--- config.mk ---
export PLATFORM = sky130hd
export DESIGN_NAME = bridge_io_mmio_window_decoder
export DESIGN_NICKNAME = d
export VERILOG_FILES = /design/src/hw/bridge_decode_pkg.sv /design/src/hw/bridge_io_mmio_window_decoder.sv /design/src/hw/read_policy.sv /design/src/hw/window_match.sv
export VERILOG_INCLUDE_DIRS = /design/src /design/src/hw
export SDC_FILE = /design/constraint.sdc
export NUM_CORES = 1
export LEC_CHECK = 0
export BUFFER_PORTS_ARGS = -buffer_cell sky130_fd_sc_hd__buf_2
export CAP_MARGIN = 15
export CORE_MARGIN = 1.5
export CORE_UTILIZATION = 57
export CTS_CLUSTER_SIZE = 25
export DETAILED_ROUTE_END_ITERATION = 10
export PLACE_DENSITY = 0.87
export SLEW_MARGIN = 20
export SYNTH_ARGS = -nofsm -noshare
export SYNTH_HDL_FRONTEND = slang
export SYNTH_HIERARCHICAL = 1
export SYNTH_SLANG_ARGS = --single-unit
export TNS_END_PERCENT = 100
--- constraint.sdc ---
create_clock -name clk -period 5.95 [get_ports clk]
set_input_delay 0.8925 -clock clk [delete_from_list [all_inputs] [get_ports clk]]
set_output_delay 0.8925 -clock clk [all_outputs]
set_load 0.02 [all_outputs]
--- src/hw/bridge_decode_cfg.svh ---
`ifndef BRIDGE_DECODE_CFG_SVH
`define BRIDGE_DECODE_CFG_SVH

// ----------------------------------------------------------------------------
// configuration space byte offsets
// ----------------------------------------------------------------------------
`define CFG_OFF_IO_BASE_LOW     8'h1c
`define CFG_OFF_IO_LIMIT_LOW    8'h1d
`define CFG_OFF_MMIO_BASE       8'h20
`define CFG_OFF_MMIO_LIMIT      8'h22
`define CFG_OFF_IO_BASE_HIGH    8'h30
`define CFG_OFF_IO_LIMIT_HIGH   8'h32

// ----------------------------------------------------------------------------
// field layout and constant bits
// ----------------------------------------------------------------------------
`define IO_ADDR_CAP_NIBBLE      4'h1
`define IO_BASE_FILL            12'h000
`define IO_LIMIT_FILL           12'hfff
`define MMIO_BASE_FILL          20'h00000
`define MMIO_LIMIT_FILL         20'hfffff
`define MMIO_LOW_NIBBLE         4'h0
`define ISA_UPPER_ZERO          16'h0000
`define ISA_LOW_QUARTER         2'h0

// ----------------------------------------------------------------------------
// reset values of the window fields
// ----------------------------------------------------------------------------
`define RST_IO_NIBBLE           4'h0
`define RST_IO_HIGH             16'h0000
`define RST_MMIO_FIELD          12'h000

// ----------------------------------------------------------------------------
// bus commands that matter to the read policy
// ----------------------------------------------------------------------------
`define CMD_MEM_READ            4'h6
`define CMD_MEM_READ_MULTIPLE   4'hc
`define CMD_MEM_READ_LINE       4'he

`endif

--- src/hw/bridge_decode_pkg.sv ---
`default_nettype none
package bridge_decode_pkg;
    // what the decoder decides for one transaction
    typedef enum logic [1:0] {
        ACT_IGNORE     = 2'h0,
        ACT_DOWNSTREAM = 2'h1,
        ACT_UPSTREAM   = 2'h3
    } decode_action_type;

    typedef enum logic {
        SIDE_PRIMARY   = 1'b0,
        SIDE_SECONDARY = 1'b1
    } bus_side_type;

    typedef enum logic {
        KIND_IO  = 1'b0,
        KIND_MEM = 1'b1
    } txn_kind_type;

    typedef struct packed {
        logic        rd;
        logic        wr;
        logic [7:0]  addr;
        logic [3:0]  be;
        logic [31:0] wdata;
    } cfg_access_type;

    typedef struct packed {
        logic io_space;
        logic mem_space;
        logic bus_master;
        logic isa;
    } enables_type;

    typedef struct packed {
        logic         valid;
        bus_side_type side;
        txn_kind_type kind;
        logic [3:0]   cmd;
        logic [31:0]  addr;
    } txn_req_type;

    typedef struct packed {
        logic              valid;
        decode_action_type action;
        bus_side_type      side;
        txn_kind_type      kind;
        logic              prefetch;
        logic              single;
        logic [31:0]       addr;
    } decode_result_type;

    typedef struct packed {
        logic [3:0]        io_base_nib;
        logic [3:0]        io_lim_nib;
        logic [15:0]       io_base_hi;
        logic [15:0]       io_lim_hi;
        logic [11:0]       mmio_base;
        logic [11:0]       mmio_lim;
        logic [31:0]       rdata;
        logic              rd_valid;
        logic              io_off;
        logic              mmio_off;
        decode_result_type dec;
    } decoder_state_type;
endpackage
`default_nettype wire

--- src/hw/bridge_io_mmio_window_decoder.sv ---
// What this block does
// - primary i/o inside window goes down, secondary i/o outside goes up
// - i/o enable clear ignores primary i/o
// - master enable clear ignores all secondary traffic
// - i/o base above limit disables window
// - i/o base byte: high nibble bits 15:12
// - upper i/o base word gives bits 31:16
// - i/o base resets to zero
// - i/o limit byte: nibble bits 15:12, fill fff
// - upper i/o limit word gives bits 31:16
// - i/o limit resets to 0000_0fff
// - isa mode acts only in-window below 64k
// - isa: only low 256 bytes go down
// - isa: top 768 bytes go up
// - memory goes down only with memory enable
// - prefetch only for line or multiple reads
// - primary in mmio window down, secondary ignored
// - outside mmio window: primary ignores, secondary up unless other_claim
// - mmio registers map bits 31:20, nibble zero
// - mmio window resets to lowest 1mb
// - mmio base above limit disables window
// - addresses pass unchanged, no unclaimed gaps
`timescale 1ns/1ns
`default_nettype none
`include "bridge_decode_cfg.svh"

module bridge_io_mmio_window_decoder (
    input  wire logic                                 clk,
    input  wire logic                                 sys_rst,
    input  wire bridge_decode_pkg::cfg_access_type    cfg_req,
    output logic [31:0]                               cfg_rdata,
    output logic                                      cfg_rd_valid,
    input  wire bridge_decode_pkg::enables_type       enables,
    input  wire bridge_decode_pkg::txn_req_type       txn,
    input  wire logic                                 other_claim,
    output bridge_decode_pkg::decode_result_type      dec,
    output logic                                      io_window_off,
    output logic                                      mmio_window_off
);

    // ------------------------------------------------------------------------
    // byte offsets of the six fields in the three configuration words
    // ------------------------------------------------------------------------
    localparam logic [7:0] OFF_IO_LOW   = `CFG_OFF_IO_BASE_LOW;
    localparam logic [7:0] OFF_IO_LIMLO = `CFG_OFF_IO_LIMIT_LOW;
    localparam logic [7:0] OFF_MMIO     = `CFG_OFF_MMIO_BASE;
    localparam logic [7:0] OFF_MMIO_LIM = `CFG_OFF_MMIO_LIMIT;
    localparam logic [7:0] OFF_IO_HIGH  = `CFG_OFF_IO_BASE_HIGH;
    localparam logic [7:0] OFF_IO_LIMHI = `CFG_OFF_IO_LIMIT_HIGH;

    // byte lane of each field inside its dword
    localparam logic [1:0] LANE_IO_BASE_LOW  = OFF_IO_LOW[1:0];
    localparam logic [1:0] LANE_IO_LIM_LOW   = OFF_IO_LIMLO[1:0];
    localparam logic [1:0] LANE_MMIO_BASE    = OFF_MMIO[1:0];
    localparam logic [1:0] LANE_MMIO_LIM     = OFF_MMIO_LIM[1:0];
    localparam logic [1:0] LANE_IO_BASE_HIGH = OFF_IO_HIGH[1:0];
    localparam logic [1:0] LANE_IO_LIM_HIGH  = OFF_IO_LIMHI[1:0];

    // ------------------------------------------------------------------------
    // state
    // ------------------------------------------------------------------------
    bridge_decode_pkg::decoder_state_type state_ff;
    bridge_decode_pkg::decoder_state_type nxt_state;

    // expanded 32-bit window edges
    logic [31:0] io_base_addr;
    logic [31:0] io_limit_addr;
    logic [31:0] mmio_base_addr;
    logic [31:0] mmio_limit_addr;

    // comparator results
    logic        io_hit;
    logic        io_off;
    logic        mmio_hit;
    logic        mmio_off;

    // decode terms
    logic        isa_zone;
    logic        isa_top;
    logic        mem_down;
    logic        rd_prefetch;
    logic        rd_single;

    // word selects per configuration word, shared by writes and read-back
    logic        sel_io_low;
    logic        sel_mmio;
    logic        sel_io_high;
    logic [31:0] lane_mask;

    // ------------------------------------------------------------------------
    // window edges: programmed bits plus the implied fill bits
    // ------------------------------------------------------------------------
    assign io_base_addr    = {state_ff.io_base_hi, state_ff.io_base_nib, `IO_BASE_FILL};
    assign io_limit_addr   = {state_ff.io_lim_hi, state_ff.io_lim_nib, `IO_LIMIT_FILL};
    assign mmio_base_addr  = {state_ff.mmio_base, `MMIO_BASE_FILL};
    assign mmio_limit_addr = {state_ff.mmio_lim, `MMIO_LIMIT_FILL};

    // ------------------------------------------------------------------------
    // window comparators
    // ------------------------------------------------------------------------
    window_match #(
        .AW (32)
    ) u_io_window (
        .addr  (txn.addr),
        .base  (io_base_addr),
        .limit (io_limit_addr),
        .hit   (io_hit),
        .off   (io_off)
    );

    window_match #(
        .AW (32)
    ) u_mmio_window (
        .addr  (txn.addr),
        .base  (mmio_base_addr),
        .limit (mmio_limit_addr),
        .hit   (mmio_hit),
        .off   (mmio_off)
    );

    // ------------------------------------------------------------------------
    // isa aliasing: first 64k, upper three quarters of each 1k block
    // ------------------------------------------------------------------------
    assign isa_zone = (txn.addr[31:16] == `ISA_UPPER_ZERO);
    assign isa_top  = enables.isa && isa_zone &&
                      (txn.addr[9:8] != `ISA_LOW_QUARTER);

    // ------------------------------------------------------------------------
    // read policy on primary memory traffic heading into the mmio window
    // ------------------------------------------------------------------------
    assign mem_down = txn.valid && (txn.kind == bridge_decode_pkg::KIND_MEM) &&
                      (txn.side == bridge_decode_pkg::SIDE_PRIMARY) &&
                      enables.mem_space && mmio_hit;

    read_policy u_read_policy (
        .cmd      (txn.cmd),
        .mem_down (mem_down),
        .prefetch (rd_prefetch),
        .single   (rd_single)
    );

    // ------------------------------------------------------------------------
    // configuration word selects and byte lane mask
    // ------------------------------------------------------------------------
    assign sel_io_low  = (cfg_req.addr[7:2] == OFF_IO_LOW[7:2]);
    assign sel_mmio    = (cfg_req.addr[7:2] == OFF_MMIO[7:2]);
    assign sel_io_high = (cfg_req.addr[7:2] == OFF_IO_HIGH[7:2]);
    assign lane_mask   = {{8{cfg_req.be[3]}}, {8{cfg_req.be[2]}},
                          {8{cfg_req.be[1]}}, {8{cfg_req.be[0]}}};

    // ------------------------------------------------------------------------
    // next state: configuration writes, read-back and the decode itself
    // ------------------------------------------------------------------------
    always_comb begin
        logic [31:0] wword;
        logic [31:0] cur;
        bridge_decode_pkg::decode_action_type act;

        wword     = '0;
        cur       = '0;
        act       = bridge_decode_pkg::ACT_IGNORE;
        nxt_state = state_ff;

        // writes; the low nibbles are fixed and never stored
        if (cfg_req.wr) begin
            if (sel_io_low) begin
                cur   = {16'h0000,
                         state_ff.io_lim_nib, `IO_ADDR_CAP_NIBBLE,
                         state_ff.io_base_nib, `IO_ADDR_CAP_NIBBLE};
                wword = (cfg_req.wdata & lane_mask) | (cur & ~lane_mask);
                nxt_state.io_base_nib = wword[8*LANE_IO_BASE_LOW+4 +: 4];
                nxt_state.io_lim_nib  = wword[8*LANE_IO_LIM_LOW+4 +: 4];
            end
            if (sel_mmio) begin
                cur   = {state_ff.mmio_lim, `MMIO_LOW_NIBBLE,
                         state_ff.mmio_base, `MMIO_LOW_NIBBLE};
                wword = (cfg_req.wdata & lane_mask) | (cur & ~lane_mask);
                nxt_state.mmio_base = wword[8*LANE_MMIO_BASE+4 +: 12];
                nxt_state.mmio_lim  = wword[8*LANE_MMIO_LIM+4 +: 12];
            end
            if (sel_io_high) begin
                cur   = {state_ff.io_lim_hi, state_ff.io_base_hi};
                wword = (cfg_req.wdata & lane_mask) | (cur & ~lane_mask);
                nxt_state.io_base_hi = wword[8*LANE_IO_BASE_HIGH +: 16];
                nxt_state.io_lim_hi  = wword[8*LANE_IO_LIM_HIGH +: 16];
            end
        end

        // read-back; words outside this block read as zero
        nxt_state.rd_valid = cfg_req.rd;
        nxt_state.rdata    = '0;
        if (cfg_req.rd) begin
            if (sel_io_low) begin
                nxt_state.rdata = {16'h0000,
                                   state_ff.io_lim_nib, `IO_ADDR_CAP_NIBBLE,
                                   state_ff.io_base_nib, `IO_ADDR_CAP_NIBBLE};
            end else if (sel_mmio) begin
                nxt_state.rdata = {state_ff.mmio_lim, `MMIO_LOW_NIBBLE,
                                   state_ff.mmio_base, `MMIO_LOW_NIBBLE};
            end else if (sel_io_high) begin
                nxt_state.rdata = {state_ff.io_lim_hi, state_ff.io_base_hi};
            end
        end

        // the decode; a change of windows mid-transfer is software's hazard
        if (txn.valid) begin
            unique case ({txn.side, txn.kind})
                {bridge_decode_pkg::SIDE_PRIMARY, bridge_decode_pkg::KIND_IO}: begin
                    // isa holes are kept on the primary side
                    if (enables.io_space && io_hit && !isa_top) begin
                        act = bridge_decode_pkg::ACT_DOWNSTREAM;
                    end
                end
                {bridge_decode_pkg::SIDE_SECONDARY, bridge_decode_pkg::KIND_IO}: begin
                    // isa holes are claimed upward even inside the window
                    if (enables.bus_master && (!io_hit || isa_top)) begin
                        act = bridge_decode_pkg::ACT_UPSTREAM;
                    end
                end
                {bridge_decode_pkg::SIDE_PRIMARY, bridge_decode_pkg::KIND_MEM}: begin
                    if (enables.mem_space && mmio_hit) begin
                        act = bridge_decode_pkg::ACT_DOWNSTREAM;
                    end
                end
                {bridge_decode_pkg::SIDE_SECONDARY, bridge_decode_pkg::KIND_MEM}: begin
                    // the prefetchable range or vga logic may take it downward
                    if (enables.bus_master && !mmio_hit && !other_claim) begin
                        act = bridge_decode_pkg::ACT_UPSTREAM;
                    end
                end
            endcase
        end

        nxt_state.dec.valid    = txn.valid;
        nxt_state.dec.action   = act;
        nxt_state.dec.side     = txn.side;
        nxt_state.dec.kind     = txn.kind;
        nxt_state.dec.prefetch = rd_prefetch;
        nxt_state.dec.single   = rd_single;
        nxt_state.dec.addr     = txn.addr;
        nxt_state.io_off       = io_off;
        nxt_state.mmio_off     = mmio_off;
    end

    // ------------------------------------------------------------------------
    // registers; reset gives the bottom 4k i/o and bottom 1m memory windows
    // ------------------------------------------------------------------------
    always_ff @(posedge clk or posedge sys_rst) begin
        if (sys_rst) begin
            state_ff             <= '0;
            state_ff.io_base_nib <= `RST_IO_NIBBLE;
            state_ff.io_base_hi  <= `RST_IO_HIGH;
            state_ff.io_lim_nib  <= `RST_IO_NIBBLE;
            state_ff.io_lim_hi   <= `RST_IO_HIGH;
            state_ff.mmio_base   <= `RST_MMIO_FIELD;
            state_ff.mmio_lim    <= `RST_MMIO_FIELD;
        end else begin
            state_ff <= nxt_state;
        end
    end

    // ------------------------------------------------------------------------
    // outputs, all taken straight from the state register
    // ------------------------------------------------------------------------
    assign cfg_rdata       = state_ff.rdata;
    assign cfg_rd_valid    = state_ff.rd_valid;
    assign dec             = state_ff.dec;
    assign io_window_off   = state_ff.io_off;
    assign mmio_window_off = state_ff.mmio_off;

endmodule

`default_nettype wire

--- src/hw/read_policy.sv ---
`timescale 1ns/1ns
`default_nettype none
`include "bridge_decode_cfg.svh"

// ----------------------------------------------------------------------------
// read policy for memory transactions sent into the mmio window
// ----------------------------------------------------------------------------
module read_policy (
    input  wire logic [3:0] cmd,
    input  wire logic       mem_down,
    output logic            prefetch,
    output logic            single
);

    // only line and multiple reads may prefetch; a plain read has side
    // effects in this space, so it is held to one data phase
    always_comb begin
        prefetch = 1'b0;
        single   = 1'b0;
        if (mem_down) begin
            prefetch = (cmd == `CMD_MEM_READ_LINE) || (cmd == `CMD_MEM_READ_MULTIPLE);
            single   = (cmd == `CMD_MEM_READ);
        end
    end

endmodule

`default_nettype wire

--- src/hw/window_match.sv ---
`timescale 1ns/1ns
`default_nettype none

// ----------------------------------------------------------------------------
// inclusive base..limit comparator, reused for the i/o and mmio windows
// ----------------------------------------------------------------------------
module window_match #(
    parameter int AW = 32
) (
    input  wire logic [AW-1:0] addr,
    input  wire logic [AW-1:0] base,
    input  wire logic [AW-1:0] limit,
    output logic               hit,
    output logic               off
);

    // a base above the limit leaves an empty window, so nothing can hit
    assign off = (base > limit);
    assign hit = !off && (addr >= base) && (addr <= limit);

endmodule

`default_nettype wire
# After elaboration in Yosys (flattened, before gate mapping)
# Cells that the tools add are included.
# totals
inputBits	92
memories	0
romBits	0
reg_bits	138
ram_bits	0
latch_bits	0
# classes
mul	0
n_shift	0
n_bitwise	9
order_cmp	6
div_mod_pow	0
n_reduce_logical	30
addsub	0
eq_ne	9
muxes	12
# op_table
op	n
$mux 32	4
$and 32x32->32	3
$ge 32x32->1	2
$gt 32x32->1	2
$le 32x32->1	2
$or 32x32->32	2
$not 32->32	1
$and 16x16->16	1
$logic_and 1x1->1	16
$logic_not 16->1	1
$or 16x16->16	1
$eq 6x4->1 const B	2
$eq 4x4->1 const B	2
$pmux 2 s4	1
$eq 6x3->1 const B	1
$logic_not 1->1	6
$mux 2	3
$reduce_and 2->1	3
$eq 2x2->1 const B	2
$eq 4x3->1 const B	1
$mux 1	4
$eq 2x1->1 const B	1
$logic_not 2->1	1
$logic_or 1x1->1	2
2 further kinds	2

# Longest topological paths before layout
# logic_depth
word_depth	10
ltp_mapped	12
mapped_depth_nobuf	12

# Hierarchy
# The synthesis kept the hierarchy.
# modules_own_cells
mod	cells_each	n_inst	area_each_um2
bridge_io_mmio_window_decoder	304	1	4907.2
window_match	302	2	2296.0
read_policy	3	1	26.3

# Least setup slack after synthesis
# No wires, ideal clock.
# synth_timing
path_type	input port to flip-flop
startpoint	in txn[30] in the netlist's numbering
endpoint	reg state_ff, in the netlist dec[36]
t_arrival_ns	3.002
setup_slack_ns	2.870
t_required_ns	5.872
n_path_buf	0
cell_stages	11
setup_ns	0.078
path_cell_list	ha_1 a21oi_1 nand2_1 a221o_1 a211oi_1 a22oi_1 nor4_2 nand2_1 a2111oi_0 a21boi_0 o21bai_1
# synth_rtl
element	line	text
from (decl)	bridge_io_mmio_window_decoder.sv:34	input wire bridge_decode_pkg::txn_req_type txn,
to (signal assigned)	bridge_io_mmio_window_decoder.sv:258	state_ff <= nxt_state;
to (decl)	bridge_io_mmio_window_decoder.sv:62	bridge_decode_pkg::decoder_state_type state_ff;

==> results.yml <==
timing:
  setup_slack_ps: 2420
  finClkSkew_ps: 7.88
  post-route-period-util_pct: 59.3
  maxSlewViolCount: 0
  timing.slew.headroom_pct: 44.6
  fmax_mhz: 283
  finalSetupTns_ps: 0
  finalSetupViolations: 0
  holdWs_ps: 521
  tightest_slew_ps: 826
  rsz0062_at_grt: "false"
  finalHoldViolCount: 0
  period_needed_ps: 3530
setup_path:
  cp.arrival_ps: 3870
  cp-start-kind: "primary input"
  critPathKind: "primary input to register"
  worstPathMaxFanout: 6
  required_ps: 6290
  worst_setup_path_end_kind: "register"
global_route:
  track_usage_pct: 28.8
  first_global_vias: 8055
  grt_pass1_wl_mm: 39.2
  overflow: 0
  grt_max_degree: 85
  antenna_found_initial: 4
clock_network:
  clockBufferDepth: 2
  hold_buffers: 0
  cts_tree: "yes"
  clk_latency_ps: 420
  cts-root-buf: "clkbuf_16"
  clk_pin_slew_ps: 60
  cts.sinks: 138
  cts_made_buffers: 17
  cts_setup_buffers: 0
  cts_resized: 0
  h-tree-depth: 4
floorplanning:
  rows: 47
  die_w_um: 132
  ios: 166
  core_um2: 16500
  die_y_um: 132
  initial_core_util_pct: 57.8
  die_area_um2: 17500
placed_design:
  post-place-ws_ps: 2010
  io_buffers: 163
  gp_congestion: 0.951
  hpwl_mm: 18.9
  placed_area_um2: 11000
yosys:
  synth_flop_cell: "dfrtp_1"
  synth_cell_types: 58
  yosys_register_bits: 138
  yosysSeqAreaShare_pct: 36.3
  syn_area_um2: 9530
  syn_inst: 911
  synth_most_common_cell: "ha_1"
  synth_area_leaders: "dfrtp_1 36%, ha_1 25%, mux2_2 6.6%"
  synthArstFlopShare_pct: 100
  synth_top_cell_area_share_pct: 36.3
  synth_top_cell_by_area: "dfrtp_1"
  synth_edf_count: 0
  ys_warn_count: 6
  avgSynthCellArea_um2: 10.5
  ys_top_cells_by_count: "192 x ha_1, 138 x dfrtp_1, 135 x inv_1, 67 x a21oi_1, 56 x mux2_2"
layout:
  fin_area_um2: 11600
  nets: 1469
  drive_gt1_share_pct: 23.7
  area_growth_pct: 21.3
drt:
  via_count: 8004
  drc_errors: 0
  drt_iter0_markers: 495
  drt-total-wl_mm: 24.4
  viasPerCell: 5.63
  final_antenna_net_count: 0
  detail_route.first_pass.iterations: 6
  wire_per_inst_um: 17.2
power:
  power_leakage_nw: 6.31
  p_per_area_nw_per_um2: 231
  vdd.ir_drop.worst_mv: 0.210
worst_hold_path:
  hp-class: "register to register"
run_status:
  status: "finished clean"
run:
  cap_violations: 0
[worst paths after layout]
check	start	endpoint	slack (ps)	depth (start not counted)
worst min-delay path	register	cfg_rdata[16]	520	1
worst max register to register	register	dec[36]	2580	12
max in group asynchronous	sys_rst	async pin	4160	3
worst max-delay path	txn[30]	dec[36]	2420	12
min in group asynchronous	sys_rst	dec[18]	620	2
worst min register to register	register	cfg_rdata[16]	520	1
[placed cells by master, fill, tap and decap left out, drive strengths merged, types with 8 or more instances in the layout]
| cell type | Yosys | layout |
|---|---|---|
| dfrtp | 138 | 138 |
| nand3 | 23 | 23 |
| nor2 | 17 | 17 |
| buf | 6 | 166 |
| a21o | 31 | 31 |
| a22o | 15 | 15 |
| nor4 | 9 | 9 |
| o21ai | 18 | 18 |
| nand4 | 34 | 34 |
| a22oi | 13 | 13 |
| a21oi | 67 | 67 |
| clkbuf | 1 | 20 |
| and4 | 8 | 8 |
| nand2 | 52 | 52 |
| inv | 135 | 138 |
| conb | 2 | 98 |
| ha | 192 | 192 |
| nor3 | 14 | 14 |
| mux2 | 64 | 64 |
[stage by stage]
step	utilization (%)	instances	power, mW
global placement	66.6	1386	1.61
finish	70.2	1421	2.68
detailed placement	66.6	1386	1.64
CTS	70.1	1417	2.66
floorplan	-	1007	1.44
global route	70.2	1419	2.81
[routing by layer]
layer	vias up	global-route usage [%]	wire length, µm
li1	3784	-	-
met1	3751	35.0	9940
met2	374	48.1	11500
met3	93	6.04	1820
met4	2	15.2	1160
met5	-	0	9
[cells by family (layout without fill, tap and decap cells)]
group                    after synthesis  count (layout)  synth area share [%]
multiplexers                          64              64                  7.88
buffers and inverters                142             332                  5.74
AO/OA/AOI/OAI                        183             183                  12.9
AND/OR/NAND/NOR                      190             190                  11.9
flip-flops                           138             138                  36.3
adder cells (fa/ha/maj)              192             192                  25.2
other                                  2             102                0.0788
[worst max-delay path, stage by stage]
cell	delay (ps)
buf_2	170
ha_1	340
a21oi_1	150
nand2_1	70
a221o_1	330
a211oi_1	340
a22oi_1	180
nor4_2	440
nand2_1	130
a2111oi_0	450
a21boi_0	250
o21bai_1	140
[report_power, final]
group          internal, mW  leakage (nW)  switching [mW]
logic                 0.258          4.22           0.365
registers             0.994          1.82          0.0436
clock network         0.600         0.277           0.413
[cell type report]
cell class,instances,area [µm²]
Clock inverter,11,113
Sequential cell,138,3450
Tap cell,220,275
Multi-Input combinational cell,727,5900
Fill cell,1166,4910
Inverter,135,512
Timing Repair Buffer,166,838
Clock buffer,20,457
Antenna cell,4,10.0
No activity file was read; power rests on OpenSTA's default activity.
